## src/i2c_stat_pkg.sv

```systemverilog
// Purpose: shared constants and types of the two-wire slave status block
// Assumes: 32-bit APB data, byte addresses, 200 MHz pclk
// Notes: one word per register; unused upper bits read as zero
package i2c_stat_pkg;
  localparam int APB_AW = 8;
  localparam int DATA_W = 32;
  localparam logic [7:0] OFS_STATUS = 8'h00;
  localparam logic [7:0] OFS_MASK = 8'h04;
  localparam logic [7:0] OFS_CTRL = 8'h08;
  localparam logic [7:0] OFS_RXD = 8'h0C;
  localparam logic [7:0] OFS_TXD = 8'h10;
  localparam logic [7:0] OFS_ISTAT = 8'h14;
  localparam logic [7:0] OFS_IMASK = 8'h18;
  localparam int STAT_START = 3;
  localparam int STAT_RW = 2;
  localparam int STAT_RXF = 1;
  localparam int STAT_TXF = 0;
  localparam int MASK_W = 10;
  localparam int CTRL_EN = 0;
  localparam int CTRL_TEN = 1;
  localparam int CTRL_OWN_LSB = 16;
  localparam int IRQ_W = 5;
  localparam int IRQ_START = 0;
  localparam int IRQ_STOP = 1;
  localparam int IRQ_MATCH = 2;
  localparam int IRQ_RX = 3;
  localparam int IRQ_TX = 4;
  localparam logic [4:0] TEN_PREFIX = 5'h1E;
  localparam logic [3:0] BYTE_BITS = 4'h8;
  localparam logic [3:0] LAST_BIT = 4'h7;
  localparam int PCLK_PERIOD_NS = 5;
  localparam int SCL_PERIOD_NS = 125;
  localparam int SCL_CYCLES = SCL_PERIOD_NS / PCLK_PERIOD_NS;
  localparam int MIN_SCL_CYCLES = 8;
  typedef enum logic [3:0] {
    S_IDLE,
    S_ADDR,
    S_ADDR2,
    S_AACK,
    S_RX,
    S_RACK,
    S_TX,
    S_TACK,
    S_IGNORE
  } slave_state_e;
endpackage

```

## src/bus_cond_if.sv

```systemverilog
// Purpose: carries synchronised line events from the detector to the slave
// Assumes: all signals on pclk
// Notes: events are one-cycle pulses, sda is a level
`timescale 1ns/1ps
interface bus_cond_if;
  logic start;
  logic stop;
  logic scl_rise;
  logic scl_fall;
  logic sda;
  modport src (output start, output stop, output scl_rise, output scl_fall, output sda);
  modport dst (input start, input stop, input scl_rise, input scl_fall, input sda);
endinterface

```

## src/addr_match.sv

```systemverilog
// Purpose: compare a received address byte with the own address under mask
// Assumes: byte holds the address bits in bus order, r/w in bit 0
// Notes: purely combinational
`timescale 1ns/1ps
module addr_match (
  input wire logic [7:0] rx_byte,
  input wire logic [i2c_stat_pkg::MASK_W-1:0] own,
  input wire logic [i2c_stat_pkg::MASK_W-1:0] mask,
  output logic hit7,
  output logic hit10_hi,
  output logic hit10_lo
);
  import i2c_stat_pkg::*;

  // a set mask bit means the position need not match
  function automatic logic masked_eq(logic [MASK_W-1:0] a, logic [MASK_W-1:0] b,
                                     logic [MASK_W-1:0] m);
    masked_eq = ((a ^ b) & ~m) == '0;
  endfunction

  assign hit7 = masked_eq({3'h0, rx_byte[7:1]}, {3'h0, own[6:0]}, {3'h0, mask[6:0]});
  assign hit10_hi = (rx_byte[7:3] == TEN_PREFIX) &&
                    masked_eq({8'h00, rx_byte[2:1]}, {8'h00, own[9:8]}, {8'h00, mask[9:8]});
  assign hit10_lo = masked_eq({2'h0, rx_byte}, {2'h0, own[7:0]}, {2'h0, mask[7:0]});
endmodule

```

## src/i2c_status_mask.sv

```systemverilog
// Purpose: two-wire slave with status flags and masked address match, on APB
// Assumes: scl and sda are asynchronous pins, slave never stretches scl
// Notes: zero-wait APB, read data captured in the setup cycle
// Notes on behaviour
// - start flag updates on start, restart or stop; cleared while disabled.
// - start flag reads one after start or restart until a stop; zero after stop.
// - direction flag is one for slave read, zero for slave write.
// - receive-full set when a byte lands in the receive register.
// - transmit-full stays set until the eight bits have gone out.
// - mask register holds ten writable bits; bits above read zero.
// - a mask bit of one ignores that address position.
// - a mask bit of zero requires that address bit to match.
//
// The APB slave port and the register offsets are this design's own decisions.
`timescale 1ns/1ps
module i2c_status_mask #(
  parameter logic [9:0] OWN_ADDR_RST = 10'h000
) (
  input wire logic pclk,
  input wire logic presetn,
  input wire logic psel,
  input wire logic penable,
  input wire logic pwrite,
  input wire logic [i2c_stat_pkg::APB_AW-1:0] paddr,
  input wire logic [i2c_stat_pkg::DATA_W-1:0] pwdata,
  output logic [i2c_stat_pkg::DATA_W-1:0] prdata,
  output logic pready,
  output logic pslverr,
  input wire logic scl_i,
  input wire logic sda_i,
  output logic sda_o,
  output logic sda_oe,
  output logic irq
);
  import i2c_stat_pkg::*;

  if (SCL_CYCLES < MIN_SCL_CYCLES)
  begin : g_rate_check
    $error("scl too fast for edge sampling");
  end

  typedef struct packed {
    slave_state_e state;
    logic [3:0] cnt;
    logic [7:0] shreg;
    logic drive;
    logic ovf;
    logic addr2_pending;
    logic matched10;
    logic rw;
    logic start_flag;
    logic [7:0] rx_data;
    logic rx_full;
    logic [7:0] tx_data;
    logic tx_full;
    logic enable;
    logic ten_bit;
    logic [MASK_W-1:0] own;
    logic [MASK_W-1:0] mask;
    logic [IRQ_W-1:0] istat;
    logic [IRQ_W-1:0] imask;
    logic [DATA_W-1:0] rdata;
  } regs_s;

  localparam regs_s REGS_RST = '{state: S_IDLE, own: OWN_ADDR_RST, default: '0};

  regs_s st;
  regs_s next_st;
  logic [IRQ_W-1:0] ev;
  logic setup_ph;
  logic acc_wr;
  logic acc_rd;
  logic rd_rx;
  logic wr_tx;
  logic hit7;
  logic hit10_hi;
  logic hit10_lo;

  bus_cond_if cond ();

  line_cond_detect u_detect (
    .pclk(pclk),
    .presetn(presetn),
    .scl_i(scl_i),
    .sda_i(sda_i),
    .cond(cond)
  );

  addr_match u_match (
    .rx_byte(st.shreg),
    .own(st.own),
    .mask(st.mask),
    .hit7(hit7),
    .hit10_hi(hit10_hi),
    .hit10_lo(hit10_lo)
  );

  function automatic logic mapped(logic [APB_AW-1:0] a);
    mapped = a inside {OFS_STATUS, OFS_MASK, OFS_CTRL, OFS_RXD, OFS_TXD, OFS_ISTAT, OFS_IMASK};
  endfunction

  function automatic logic [DATA_W-1:0] read_word(regs_s s, logic [APB_AW-1:0] a);
    logic [DATA_W-1:0] r;
    r = '0;
    case (a)
      OFS_STATUS:
      begin
        r[STAT_START] = s.start_flag;
        r[STAT_RW] = s.rw;
        r[STAT_RXF] = s.rx_full;
        r[STAT_TXF] = s.tx_full;
      end
      OFS_MASK: r[MASK_W-1:0] = s.mask;
      OFS_CTRL:
      begin
        r[CTRL_EN] = s.enable;
        r[CTRL_TEN] = s.ten_bit;
        r[CTRL_OWN_LSB +: MASK_W] = s.own;
      end
      OFS_RXD: r[7:0] = s.rx_data;
      OFS_TXD: r[7:0] = s.tx_data;
      OFS_ISTAT: r[IRQ_W-1:0] = s.istat;
      OFS_IMASK: r[IRQ_W-1:0] = s.imask;
      default: r = '0;
    endcase
    read_word = r;
  endfunction

  assign setup_ph = psel & ~penable;
  assign acc_wr = psel & penable & pwrite;
  assign acc_rd = psel & penable & ~pwrite;
  assign rd_rx = acc_rd && (paddr == OFS_RXD);
  assign wr_tx = acc_wr && (paddr == OFS_TXD);

  always_comb
  begin
    next_st = st;
    ev = '0;
    if (setup_ph)
      next_st.rdata = read_word(st, paddr);
    if (acc_wr)
    begin
      case (paddr)
        OFS_MASK: next_st.mask = pwdata[MASK_W-1:0];
        OFS_CTRL:
        begin
          next_st.enable = pwdata[CTRL_EN];
          next_st.ten_bit = pwdata[CTRL_TEN];
          next_st.own = pwdata[CTRL_OWN_LSB +: MASK_W];
        end
        OFS_TXD: next_st.tx_data = pwdata[7:0];
        OFS_ISTAT: next_st.istat = st.istat & ~pwdata[IRQ_W-1:0];
        OFS_IMASK: next_st.imask = pwdata[IRQ_W-1:0];
        default: next_st.imask = st.imask;
      endcase
    end
    // software clear first so a byte landing now still sets the flag
    if (rd_rx)
      next_st.rx_full = 1'b0;
    if (!st.enable)
    begin
      next_st.state = S_IDLE;
      next_st.drive = 1'b0;
      next_st.start_flag = 1'b0;
      next_st.matched10 = 1'b0;
    end
    else if (cond.start)
    begin
      next_st.state = S_ADDR;
      next_st.cnt = '0;
      next_st.drive = 1'b0;
      next_st.start_flag = 1'b1;
      ev[IRQ_START] = 1'b1;
    end
    else if (cond.stop)
    begin
      next_st.state = S_IDLE;
      next_st.drive = 1'b0;
      next_st.start_flag = 1'b0;
      next_st.matched10 = 1'b0;
      ev[IRQ_STOP] = 1'b1;
    end
    else
    begin
      unique case (st.state)
        S_IDLE, S_IGNORE: next_st.drive = 1'b0;
        S_ADDR, S_ADDR2:
        begin
          if (cond.scl_rise && st.cnt < BYTE_BITS)
          begin
            next_st.shreg = {st.shreg[6:0], cond.sda};
            next_st.cnt = st.cnt + 4'h1;
          end
          else if (cond.scl_fall && st.cnt == BYTE_BITS)
          begin
            next_st.cnt = '0;
            next_st.state = S_IGNORE;
            if (st.state == S_ADDR2)
            begin
              next_st.matched10 = hit10_lo;
              if (hit10_lo)
              begin
                next_st.state = S_AACK;
                next_st.drive = 1'b1;
                next_st.rw = 1'b0;
                ev[IRQ_MATCH] = 1'b1;
              end
            end
            else if (!st.ten_bit)
            begin
              if (hit7)
              begin
                next_st.state = S_AACK;
                next_st.drive = 1'b1;
                next_st.rw = st.shreg[0];
                ev[IRQ_MATCH] = 1'b1;
              end
            end
            else if (hit10_hi && !st.shreg[0])
            begin
              next_st.state = S_AACK;
              next_st.drive = 1'b1;
              next_st.addr2_pending = 1'b1;
            end
            else if (hit10_hi && st.matched10)
            begin
              // read after restart reuses the earlier full match
              next_st.state = S_AACK;
              next_st.drive = 1'b1;
              next_st.rw = 1'b1;
              ev[IRQ_MATCH] = 1'b1;
            end
          end
        end
        S_AACK:
        begin
          if (cond.scl_fall)
          begin
            next_st.cnt = '0;
            next_st.drive = 1'b0;
            if (st.addr2_pending)
            begin
              next_st.addr2_pending = 1'b0;
              next_st.state = S_ADDR2;
            end
            else if (st.rw)
            begin
              next_st.state = S_TX;
              next_st.shreg = st.tx_data;
              next_st.drive = ~st.tx_data[7];
            end
            else
              next_st.state = S_RX;
          end
        end
        S_RX:
        begin
          if (cond.scl_rise && st.cnt < BYTE_BITS)
          begin
            next_st.shreg = {st.shreg[6:0], cond.sda};
            next_st.cnt = st.cnt + 4'h1;
            if (st.cnt == LAST_BIT)
            begin
              // an unread byte is kept; the new one is refused
              next_st.ovf = st.rx_full;
              if (!st.rx_full)
                next_st.rx_data = {st.shreg[6:0], cond.sda};
              next_st.rx_full = 1'b1;
              ev[IRQ_RX] = 1'b1;
            end
          end
          else if (cond.scl_fall && st.cnt == BYTE_BITS)
          begin
            next_st.drive = ~st.ovf;
            next_st.state = S_RACK;
          end
        end
        S_RACK:
        begin
          if (cond.scl_fall)
          begin
            next_st.drive = 1'b0;
            next_st.cnt = '0;
            next_st.state = S_RX;
          end
        end
        S_TX:
        begin
          if (cond.scl_rise && st.cnt < BYTE_BITS)
          begin
            next_st.cnt = st.cnt + 4'h1;
            if (st.cnt == LAST_BIT)
            begin
              next_st.tx_full = 1'b0;
              ev[IRQ_TX] = 1'b1;
            end
          end
          else if (cond.scl_fall && st.cnt == BYTE_BITS)
          begin
            next_st.drive = 1'b0;
            next_st.state = S_TACK;
          end
          else if (cond.scl_fall && st.cnt != 4'h0)
          begin
            next_st.shreg = {st.shreg[6:0], 1'b0};
            next_st.drive = ~st.shreg[6];
          end
        end
        S_TACK:
        begin
          if (cond.scl_rise)
            next_st.ovf = cond.sda;
          else if (cond.scl_fall)
          begin
            next_st.cnt = '0;
            if (st.ovf)
              next_st.state = S_IGNORE;
            else
            begin
              next_st.state = S_TX;
              next_st.shreg = st.tx_data;
              next_st.drive = ~st.tx_data[7];
            end
          end
        end
        default: next_st.state = S_IDLE;
      endcase
    end
    // software set after hardware clear so a write in the same cycle wins
    if (wr_tx)
      next_st.tx_full = 1'b1;
    next_st.istat = next_st.istat | ev;
  end

  always_ff @(posedge pclk or negedge presetn)
  begin
    if (!presetn)
      st <= REGS_RST;
    else
      st <= next_st;
  end

  assign prdata = st.rdata;
  assign pready = psel & penable;
  assign pslverr = psel & penable & ~mapped(paddr);
  // open drain: only ever pulls low
  assign sda_o = 1'b0;
  assign sda_oe = st.drive;
  assign irq = |(st.istat & st.imask);
endmodule

```

## src/line_cond_detect.sv

```systemverilog
// Purpose: synchronise scl and sda and find edges, start and stop
// Assumes: scl slower than a few pclk periods
// Notes: idle-high reset keeps a spurious start away after reset
`timescale 1ns/1ps
module line_cond_detect (
  input wire logic pclk,
  input wire logic presetn,
  input wire logic scl_i,
  input wire logic sda_i,
  bus_cond_if.src cond
);
  import i2c_stat_pkg::*;

  typedef struct packed {
    logic scl_m;
    logic scl_s;
    logic scl_p;
    logic sda_m;
    logic sda_s;
    logic sda_p;
  } sync_s;

  localparam sync_s SYNC_RST = '1;

  sync_s st;
  sync_s next_st;

  always_comb
  begin
    next_st = st;
    next_st.scl_m = scl_i;
    next_st.scl_s = st.scl_m;
    next_st.scl_p = st.scl_s;
    next_st.sda_m = sda_i;
    next_st.sda_s = st.sda_m;
    next_st.sda_p = st.sda_s;
  end

  always_ff @(posedge pclk or negedge presetn)
  begin
    if (!presetn)
      st <= SYNC_RST;
    else
      st <= next_st;
  end

  // only the second and third stages are looked at
  assign cond.start = st.scl_s & st.scl_p & st.sda_p & ~st.sda_s;
  assign cond.stop = st.scl_s & st.scl_p & ~st.sda_p & st.sda_s;
  assign cond.scl_rise = st.scl_s & ~st.scl_p;
  assign cond.scl_fall = ~st.scl_s & st.scl_p;
  assign cond.sda = st.sda_s;
endmodule
```

## config.mk

```make
export PLATFORM = sky130hd
export DESIGN_NAME = i2c_status_mask
export DESIGN_NICKNAME = d
export VERILOG_FILES = /design/src/i2c_stat_pkg.sv /design/src/bus_cond_if.sv /design/src/addr_match.sv /design/src/i2c_status_mask.sv /design/src/line_cond_detect.sv
export SDC_FILE = /design/constraint.sdc
export NUM_CORES = 1
export LEC_CHECK = 0
export BUFFER_PORTS_ARGS = -buffer_cell sky130_fd_sc_hd__buf_2
export CAP_MARGIN = 20
export CELL_PAD_IN_SITES_DETAIL_PLACEMENT = 0
export CELL_PAD_IN_SITES_GLOBAL_PLACEMENT = 1
export CORE_MARGIN = 3
export CORE_UTILIZATION = 40
export CTS_CLUSTER_DIAMETER = 200
export DETAILED_ROUTE_END_ITERATION = 6
export PLACE_DENSITY = 0.72
export SLEW_MARGIN = 15
export SYNTH_ARGS = -nofsm -noshare
export SYNTH_HDL_FRONTEND = slang
export SYNTH_SLANG_ARGS = --single-unit
```

## constraint.sdc

```tcl
create_clock -name pclk -period 2.7 [get_ports pclk]
set_input_delay 0.54 -clock pclk [delete_from_list [all_inputs] [get_ports pclk]]
set_output_delay 0.54 -clock pclk [all_outputs]
set_load 0.005 [all_outputs]
```

Yosys cells after proc, flatten, opt, wreduce, memory -nomap -nowiden
Cells that the tools add are included.
{"block": "word_totals", "input_bits": 47, "register_bits": 98, "romBits": 0, "latchBits": 0, "wordCells": 300, "output_inout_bits": 37, "ramBits": 0, "mem_count": 0}
{"block": "op_classes", "n_shift": 0, "mux": 120, "n_eq_ne": 71, "magnitude_cmp": 1, "bitwise_logic": 39, "n_mul": 0, "div": 0, "add_sub_neg": 1, "reduce_logical": 42}
{"operator": "$mux W9", "n": 8}
{"operator": "$mux W4", "n": 17}
{"operator": "$mux W1", "n": 62}
{"operator": "$ne A5 B5 Y1 const B", "n": 12}
{"operator": "$mux W17", "n": 3}
{"operator": "$ne A2 B2 Y1 const B", "n": 22}
{"operator": "$mux W8", "n": 5}
{"operator": "$pmux W8 S5", "n": 1}
{"operator": "$and A10 B10 Y10", "n": 3}
{"operator": "$logic_not A10 Y1", "n": 3}
{"operator": "$reduce_and A10 Y1", "n": 3}
{"operator": "$reduce_and A15 Y1", "n": 2}
{"operator": "$pmux W4 S7", "n": 1}
{"operator": "$eq A8 B5 Y1 const B", "n": 3}
{"operator": "$mux W12", "n": 2}
{"operator": "$ne A3 B3 Y1 const B", "n": 8}
{"operator": "$pmux W4 S6", "n": 1}
{"operator": "$eq A4 B3 Y1 const B", "n": 5}
{"operator": "$mux W10", "n": 2}
{"operator": "$eq A8 B4 Y1 const B", "n": 2}
{"operator": "$mux W5", "n": 3}
{"operator": "$ne A3 B1 Y1 const B", "n": 5}
{"operator": "$not A1 Y1", "n": 14}
{"operator": "$pmux W2 S7", "n": 1}
{"operator": "45 further kinds", "n": 86}

Longest topological paths before layout
Gate-level depths: netlist (run 1).
{"block": "logic_depth", "depth_word": 16, "depth_mapped": 8, "mapped_depth_nobuf": 8}

Modules after synthesis
Synthesis (run 1) repeated with hierarchy kept, for this count alone.
{"block": "unflattened", "hier_cells": 530, "area_unflattened_um2": 5590.4}
{"module": "i2c_status_mask", "n_inst": 1, "seq_area_each_um2": 2302.2, "area_per_inst_um2": 5168.7, "cells_each": 489}
{"module": "addr_match", "n_inst": 1, "seq_area_each_um2": 0.0, "area_per_inst_um2": 229.0, "cells_each": 31}
{"module": "line_cond_detect", "n_inst": 1, "seq_area_each_um2": 157.7, "area_per_inst_um2": 192.7, "cells_each": 10}

Least setup slack after synthesis (run 1)
No wires, ideal clock.
{"block": "synth_timing", "path_type": "input port to flip-flop", "start": "input port paddr[1] in the netlist's numbering", "end": "register st[42] in the netlist's numbering", "path_buffers": 1, "arrival_ns": 1.938, "path_slack_ns": 0.637, "required_ns": 2.575, "setup_ns": 0.125, "stages": 6, "path_cell_list": "nor3_2 -> nand3_2 -> or2_1 -> clkbuf_1 -> nor3_4 -> mux2_2"}
{"block": "synth_between", "elab_chain_len": 2}
{"item": "start: declaration", "line": "i2c_status_mask.sv:24", "rtl": "input wire logic [i2c_stat_pkg::APB_AW-1:0] paddr,"}
{"item": "$eq A8 B3 Y1", "line": "i2c_status_mask.sv:143", "rtl": "case (paddr)"}
{"item": "$reduce_and A2 Y1 (no source line)"}
{"item": "end signal: assignment", "line": "i2c_status_mask.sv:340", "rtl": "st <= next_st;"}
{"item": "end: declaration", "line": "i2c_status_mask.sv:67", "rtl": "regs_s st;"}
Every way passes these cells.
A chain may end at the register's enable or synchronous reset.

Worst setup path after layout (run 1)
{"block": "layout_timing", "start": "register st[101] in the netlist's numbering", "end": "register st[98] in the netlist's numbering"}
{"block": "layout_between", "elab_chain_len": 5, "elab_cells_between_ends": 20, "classes_between": "eq/ne (14); mux (3); reduce/logical (3)"}
{"item": "$eq A4 B2 Y1 or $eq A4 B1 Y1 (tied branches)", "line": "i2c_status_mask.sv:185", "rtl": "unique case (st.state)"}
{"item": "$reduce_or A2 Y1", "line": "i2c_status_mask.sv:185"}
{"item": "$pmux W4 S6", "line": "i2c_status_mask.sv:185"}
{"item": "$mux W12", "line": "i2c_status_mask.sv:175", "rtl": "else if (cond.stop)"}
{"item": "$mux W8", "line": "i2c_status_mask.sv:167", "rtl": "else if (cond.start)"}
Several ways; a longest one is shown, not always the timed one. The select of a mux whose other input is x is not followed.

==> metrics.cfg, run 1 <==
[place]
io_buffers = 58
place_congestion = 0.8299
hpwl_mm = 10.03

[detailed_routing]
wl_per_cell_um = 18.47
drc = 0
vias_per_cell = 5.516
wl_mm = 13.46
firstDrtPassIters = 4
via_count = 4021
detail-route-antenna-nets = 0
drtIter0Drc = 286

[power]
combPwrFrac = 0.054
p_int_w = 0.002182
switchingPower_w = 0.0006698
power_frac_clock = 0.418
swShare = 0.2348
p_seq_frac = 0.528
power_leakage_nw = 2.703
ir_worst_vdd_mv = 0.2807
p_per_area_nw_per_um2 = 480.0

[cts]
clockBufferDepth = 2
tritoncts = done
cts_resized = 0
cts_buffers = 9
clk_latency_ns = 0.35
clock_sinks = 98
cts_setup_buffers = 0
cts-root-buf = clkbuf_16
htreeDepth = 3
clkTransAtPathRegs_ns = 0.06
ctsHoldBuffers = 0

[floorplanning]
die_h_um = 122.0
die-area_um2 = 14880
initial_utilization = 0.4179
pin_count = 84
fp-row-count = 41
coreArea_um2 = 12880
die-width_um = 122.0

[layout]
fin_nets = 603
drive_above_1_share = 0.2801
n_antenna_cell = 0
layout_commonest_cell = dfrtp_1
synthToLayoutAreaGrowth_pct = 10.42
n_fill_cell = 1255
layout_common_cells = dfrtp_1, buf_2, mux2_2

[sta]
finalSetupViolCount = 0
period_minus_slack_ns = 2.364
finClkSkew_ns = 0.009346
rsz0062_at_grt = false
fmaxAchievable_ghz = 0.4230
tns_ns = 0
worst_pin_slew_ns = 0.7361
maxSlewHeadroom = 0.5047
fin_hold_ws_ns = 0.1199
finalMaxSlewViolations = 0
min_period_over_period = 0.8756
final_hold_viol_count = 0

[yosys]
netlist.area_leader.share = 0.4278
synthTopCellsByArea = dfrtp_1, mux2_2, buf_4
ys_ff_latch = 98
netlist_area_um2 = 5381
synthCells = 519
synth-edff-count = 0
ys_types = 59
yosysTopAreaCell = dfrtp_1
ys_seq_area_frac = 0.4571
syn_avg_cell_area_um2 = 10.37
synth_ff_type = dfrtp_1
yosysWarnings = 0
async_reset_ff_frac = 1.000

[setup_path]
worstSetupPathType = flop to flop
r2r_start = st[101]
start_kind = flop
slowest_stage = dfrtp_1
path_cells = nor2b_1, o21ai_1, o22ai_1, a31oi_2, o21ai_0, a22o_1
crit_path_end_kind = flop
rr_worst_depth = 6
cp_data_arrival_time_ns = 2.59
rrSetupSlack_ns = 0.34
crit_fanout = 16
critPathRequiredTime_ns = 2.93
rr_endpoint = st[98]
cpPeakStageDelay_ns = 0.55
crit_start = st[101]

[global_routing]
grt_pass1_vias = 3927
grt_overflow = 0
grt_pass1_wl_mm = 21.42
grt_usage = 0.1887
antenna_found_initial = 0
grt_start_max_net_pins = 43

[run_status]
status = finished, final reports clean

[job]
maxCapViolCount = 0

[min_path]
hold_path_class = input port to asynchronous set/reset pin

layout make-up:
cell class	instances	area, µm²	area share
multi-input combinational	368	2585	0.4350
timing repair buffer	68	380.4	0.06401
inverter	9	33.78	0.005685
clock inverter	4	28.78	0.004843
clock buffer	10	239.0	0.04022
tap	172	215.2	0.03622
sequential	98	2460	0.4140
worst max-delay path by stage:
stage                        end  cells past startpoint
final                     st[98]                      6
after floorplan           st[42]                      6
after global routing      st[98]                      6
after global placement    st[46]                      6
after detailed placement  st[49]                      6
after CTS                 st[74]                      5
power groups by stage:
stage | logic, W | clock network [W] | registers [W]
global placement | 0.000152 | 0 | 0.00153
finish | 0.000154 | 0.00119 | 0.00151
global route | 0.000174 | 0.00129 | 0.00151
CTS | 0.000157 | 0.00124 | 0.00150
detailed placement | 0.000157 | 0 | 0.00153
floorplan | 0.0000877 | 0 | 0.00152
logic make-up (layout without fill, tap and decap cells):
group | Yosys count | count (layout) | synth area share
other | 1 | 13 | 0.0006968
XOR/XNOR | 18 | 18 | 0.02930
multiplexers | 70 | 70 | 0.1455
adder cells (fa/ha/maj) | 2 | 2 | 0.004649
AO/OA/AOI/OAI | 122 | 122 | 0.1523
buffers and inverters | 65 | 91 | 0.07091
AND/OR/NAND/NOR | 143 | 143 | 0.1395
flip-flops | 98 | 98 | 0.4571
cells in the mapped netlist (all sizes together) (4+ instances only):
library cell / instances
dfrtp: 92
mux2: 56
buf: 44
nand2: 44
o21ai: 32
nor2: 30
a22o: 25
a21oi: 23
xnor2: 17
nor3: 14
mux2i: 13
clkbuf: 12
nand3: 12
nor2b: 10
inv: 9
o22ai: 8
dfstp: 6
nand4: 6
a31oi: 5
nand2b: 5
a221oi: 4
o211ai: 4
o31ai: 4
worst max-delay path, delay by kind of cell (launching register included):
kind             cells  cell delay, ns
AND/OR/NAND/NOR      1            0.26
AO/OA/AOI/OAI        5            1.42
flip-flops           1            0.55
sequential cells by signal (all words and copies together), names as in the netlist:
register	cells
st	71
prdata	20
u_detect.next_st	3
u_detect.st	2
sda_oe	1
u_detect.cond.sda	1
routing by layer:
metal  global-route usage  vias to the layer above  part of all wire
li1                     -                     1909                 -
met1               0.2740                     1949              0.47
met2               0.2828                      151              0.45
met3              0.03993                       12             0.066
met4              0.05882                        0             0.011
met5                    0                        -                 0
through the flow:
stage               cell area, µm²  setup slack [ns]  total power (W)    util  std cells
finish                        5942            0.3358         0.002852  0.4615        729
detailed placement            5674            0.2924         0.001689  0.4407        715
global placement              5674            0.3197         0.001684  0.4407        715
global route                  5942            0.1716         0.002973  0.4615        729
CTS                           5942            0.4015         0.002900  0.4615        729
floorplan                     5426            0.6368         0.001611       -        531
Note: power is estimated with default switching activity, not from simulation.
==> run 2: changes to the inputs <==
CTS_BUF_LIST = sky130_fd_sc_hd__clkbuf_16   (was default)
==> run 2 against run 1 <==
  * Fmax increased by 0.71%
  * Sequential power barely moved
  * Via count is 0.52% lower
  * Count of clock-buffer cells in the layout decreased by 1
  * Sequential cell count is the same
  * Sequential share of layout area rose by 0.070 points
  * Hold slack got worse by 0.0019 ns
==> metrics.cfg, run 2 (synthesis gave the netlist of run 1 again) <==
[run_status]
status = finished, final reports clean

[place]
place_congestion = 0.8299  ; unchanged
io_buffers = 58  ; unchanged
hpwl_mm = 10.03  ; unchanged

[global_routing]
grt_usage = 0.1885  ; -0.0001973
busiest_layer = met2
met3_usage = 0.03993  ; unchanged
grt_start_max_net_pins = 43  ; unchanged
globalRouteMet2Util = 0.2828  ; unchanged
grt_pass1_wl_mm = 21.39  ; -0.13%
antenna_found_initial = 0  ; unchanged
grt_overflow = 0  ; unchanged
use_met1 = 0.2734  ; -0.0005931
grt_pass1_vias = 3922  ; -0.13%

[cts]
ctsHoldBuffers = 0  ; unchanged
htreeDepth = 3  ; unchanged
clk_latency_ns = 0.35  ; about the same
clockBufferDepth = 2  ; unchanged
tritoncts = done
cts_resized = 0  ; unchanged
clkTransAtPathRegs_ns = 0.06  ; about the same
cts_buffers = 9  ; unchanged
clock_sinks = 98  ; unchanged
cts_setup_buffers = 0  ; unchanged
cts-root-buf = clkbuf_16

[floorplanning]
die-area_um2 = 14880  ; unchanged
coreArea_um2 = 12880  ; unchanged
initial_utilization = 0.4179  ; unchanged
die_h_um = 122.0  ; unchanged
fp-row-count = 41  ; unchanged
pin_count = 84  ; unchanged
die-width_um = 122.0  ; unchanged

[power]
ir_worst_vdd_mv = 0.2830  ; +0.79%
p_per_area_nw_per_um2 = 476.6  ; -0.72%
p_total_w = 0.002827  ; -0.89%
power_leakage_nw = 2.697  ; -0.21%

[layout]
seq_area_um2 = 2460  ; unchanged
layout_common_cells = dfrtp_1, buf_2, mux2_2
largest_reg_flops = 71  ; unchanged
multi_input_area_um2 = 2585  ; unchanged
drive_above_1_share = 0.2783  ; -0.001795
top_register = st
n_antenna_cell = 0  ; unchanged
fin_nets = 603  ; unchanged
synthToLayoutAreaGrowth_pct = 10.23
layout_commonest_cell = dfrtp_1
n_fill_cell = 1256  ; +0.080%

[setup_path]
rr_worst_depth = 6  ; unchanged
cp_data_arrival_time_ns = 2.58  ; about the same
crit_start = st[101]
worstSetupPathType = flop to flop
critPathRequiredTime_ns = 2.93  ; about the same
start_kind = flop
r2r_start = st[101]
crit_path_end_kind = flop
crit_fanout = 16  ; unchanged
rr_endpoint = st[98]
rrSetupSlack_ns = 0.35  ; +0.02 ns

[sta]
finalSetupViolCount = 0  ; unchanged
maxSlewHeadroom = 0.5536  ; +0.04890
finClkSkew_ns = 0.006992  ; -0.002353 ns
rsz0062_at_grt = false
worst_pin_slew_ns = 0.6634  ; -0.07268 ns
fmaxAchievable_ghz = 0.4260  ; +0.71%
final_hold_viol_count = 0  ; unchanged
tns_ns = 0  ; unchanged
min_period_over_period = 0.8695  ; -0.006156
finalMaxSlewViolations = 0  ; unchanged
period_minus_slack_ns = 2.348  ; -0.01662 ns

[detailed_routing]
drtIter0Drc = 287  ; +0.35%
drc = 0  ; unchanged
via_count = 4000  ; -0.52%
vias_per_cell = 5.487  ; -0.52%
detail-route-antenna-nets = 0  ; unchanged
wl_mm = 13.46  ; about the same
firstDrtPassIters = 4  ; unchanged
wl_per_cell_um = 18.46  ; about the same

[min_path]
hold_path_class = input port to asynchronous set/reset pin

[job]
maxCapViolCount = 0  ; unchanged

[run 2: area by class of cell]
type / count / area share
clock buffers: 9 / 0.03797
flip-flops and latches: 98 / 0.4147
well taps: 172 / 0.03628
repair buffers: 68 / 0.06412
multi-input cells: 368 / 0.4358
inverters: 9 / 0.005695
clock inverters: 5 / 0.005484
[run 2: metal layers]
layer  vias up  wire length, µm
li1       1909                -
met1      1953             6390
met2       128             6081
met3        10              808
met4         0              180
met5         -                0
[run 2: worst max-delay path by stage]
stage	slack, ns	to
global placement	0.32	st[46]
floorplan	0.64	st[42]
detailed placement	0.29	st[49]
global route	0.17	st[98]
finish	0.35	st[98]
CTS	0.40	st[74]
[run 2: critical path, cell delays in order (launching register included)]
cell     delay, ns
dfrtp_1       0.55
nor2b_1       0.26
o21ai_1       0.45
o22ai_1       0.18
a31oi_2       0.38
o21ai_0       0.16
a22o_1        0.26
[run 2: through the flow]
stage	setup WS (ns)	cell area (µm²)	utilization	cells	hold slack (ns)
global route	0.1716	5932	0.4607	729	0.1418
finish	0.3524	5932	0.4607	729	0.1181
detailed placement	0.2924	5674	0.4407	715	0.3476
global placement	0.3197	5674	0.4407	715	0.3468
floorplan	0.6368	5426	-	531	0.2444
CTS	0.4015	5932	0.4607	729	0.1241
[run 2: power breakdown]
part	switching [W]	internal, W
clock	0.000555	0.000613
combinational	0.0000977	0.0000557
sequential	0.0000197	0.00149
==> run 3: changes to the inputs <==
BUFFER_PORTS_ARGS = default   (was -buffer_cell sky130_fd_sc_hd__buf_2)
DONT_BUFFER_PORTS = 1   (was default)
PLACE_DENSITY = 0.65   (was 0.72)
==> run 3 against run 2 <==
  * Non-clock buffer count down 55
  * First-iteration DRC count is 12% higher
  * Final area fell by 3.9%
  * Combinational power down 30%
  * Setup slack gained 0.074 ns
  * Highest routed layer unchanged
==> metrics.cfg, run 3 (synthesis gave the netlist of run 1 again) <==
[setup_path]
crit_fanout = 16  ; unchanged
crit_path_end_kind = flop
start_kind = flop
cp_data_arrival_time_ns = 2.52  ; -0.06 ns
worstSetupPathType = flop to flop
critPathRequiredTime_ns = 2.95  ; +0.02 ns

[detailed_routing]
wl_mm = 13.78  ; +2.4%
wl_per_cell_um = 20.38  ; +10%
vias_per_cell = 5.646  ; +2.9%
via_count = 3817  ; -4.6%
drc = 0  ; unchanged
detail-route-antenna-nets = 0  ; unchanged
drtIter0Drc = 322  ; +12%
firstDrtPassIters = 4  ; unchanged

[sta]
min_period_over_period = 0.8420  ; -0.02744
fmaxAchievable_ghz = 0.4398  ; +3.3%
fin_hold_ws_ns = 0.02250  ; -0.09558 ns
finClkSkew_ns = 0.007886  ; +0.0008934 ns
final_hold_viol_count = 0  ; unchanged
worst_pin_slew_ns = 0.5726  ; -0.09084 ns
maxSlewHeadroom = 0.6179  ; +0.06423
finalSetupViolCount = 0  ; unchanged
tns_ns = 0  ; unchanged
finalMaxSlewViolations = 0  ; unchanged
rsz0062_at_grt = false
period_minus_slack_ns = 2.274  ; -0.07408 ns

[layout]
layout_commonest_cell = dfrtp_1
fin_util = 0.4425  ; -0.01817
top_register = st
fin_nets = 548  ; -9.1%
layout_common_cells = dfrtp_1, mux2_2, nand2_1
largest_reg_flops = 71  ; unchanged
synthToLayoutAreaGrowth_pct = 5.882
drive_above_1_share = 0.1984  ; -0.07986
stdcell_area_um2 = 5698  ; -3.9%
n_antenna_cell = 0  ; unchanged

[cts]
cts_resized = 0  ; unchanged
cts_buffers = 9  ; unchanged
clock_sinks = 98  ; unchanged
clockBufferDepth = 2  ; unchanged
cts_setup_buffers = 0  ; unchanged
htreeDepth = 3  ; unchanged
cts-root-buf = clkbuf_16
clkTransAtPathRegs_ns = 0.07  ; about the same
clk_latency_ns = 0.35  ; about the same
tritoncts = done

[global_routing]
antenna_found_initial = 0  ; unchanged
grt_pass1_wl_mm = 21.98  ; +2.8%
grt_pass1_vias = 3835  ; -2.2%
grt_usage = 0.1937  ; +0.005161
grt_overflow = 0  ; unchanged
grt_start_max_net_pins = 99  ; +130%

[place]
place_congestion = 0.8473  ; +2.1%
dpl-instance-area_um2 = 5384  ; -5.1%
hpwl_mm = 9.914  ; -1.2%
io_buffers = 0  ; -100%

[floorplanning]
die-area_um2 = 14880  ; unchanged
fp-row-count = 41  ; unchanged
die-width_um = 122.0  ; unchanged
pin_count = 84  ; unchanged
initial_utilization = 0.4179  ; unchanged
die_h_um = 122.0  ; unchanged
coreArea_um2 = 12880  ; unchanged

[min_path]
hold_path_class = input port to asynchronous set/reset pin

[power]
ir_worst_vdd_mv = 0.3724  ; +32%
power_leakage_nw = 2.467  ; -8.5%
p_per_area_nw_per_um2 = 505.7  ; +6.1%

[run_status]
status = finished, final reports clean

[job]
maxCapViolCount = 0  ; unchanged

## run 3: cell count changes in the layout (fill, tap and decap cells not counted), sizes merged
cell / before / now
clkinv: 2 / 3
buf: 68 / 13
bufinv: 0 / 1
## run 3: area by class of cell
| cell class | instances | area (µm²) |
|---|---|---|
| sequential | 98 | 2460 |
| clock buffer | 9 | 225.2 |
| clock inverter | 7 | 61.31 |
| multi-input combinational | 368 | 2585 |
| inverter | 9 | 33.78 |
| fill | 1255 | 7178 |
| timing repair buffer | 13 | 117.6 |
| tap | 172 | 215.2 |
## run 3: final timing paths
path                                      from                  end  slack [ns]  cells past startpoint
setup / recovery                       st[101]               st[98]        0.43                      6
hold / removal                         presetn       u_detect.st[0]        0.02                      0
setup reg to reg                       st[101]               st[98]        0.43                      6
hold reg to reg            u_detect.next_st[4]  u_detect.next_st[3]        0.35                      0
max in group asynchronous              presetn               st[63]        2.22                      1
min in group pclk                        sda_i  u_detect.next_st[1]        0.19                      0
## run 3: critical path, cell delays in order, from the launching register on
cell and delay [ns]:
dfrtp_1 0.56, nor2b_1 0.26, o21ai_1 0.39, o22ai_1 0.19, a31oi_2 0.38, o21ai_0 0.15, a22o_1 0.24
## run 3: stage by stage
stage / std cells / setup WS (ns) / power (W)
after floorplan: 531 / 0.6368 / 0.001611
after global placement: 659 / 0.4687 / 0.001609
after detailed placement: 659 / 0.4480 / 0.001610
after CTS: 675 / 0.4528 / 0.002886
after global routing: 676 / 0.2408 / 0.002983
final: 676 / 0.4265 / 0.002882
## run 3: metal layers
metal  part of all wire  up-vias  wire (µm)  track usage
li1                   -     1797          -            -
met1               0.49     1908       6737       0.2854
met2               0.43       98       5988       0.2766
met3              0.061       14        835      0.05710
met4              0.016        0        216      0.05462
met5                  0        -          0            0
## run 3: power breakdown
part	internal, W	switching [W]	leakage, nW
clock network	0.000707	0.000561	0.138
registers	0.00149	0.0000207	1.34
logic	0.0000367	0.0000704	0.993
total	0.00223	0.000652	2.47
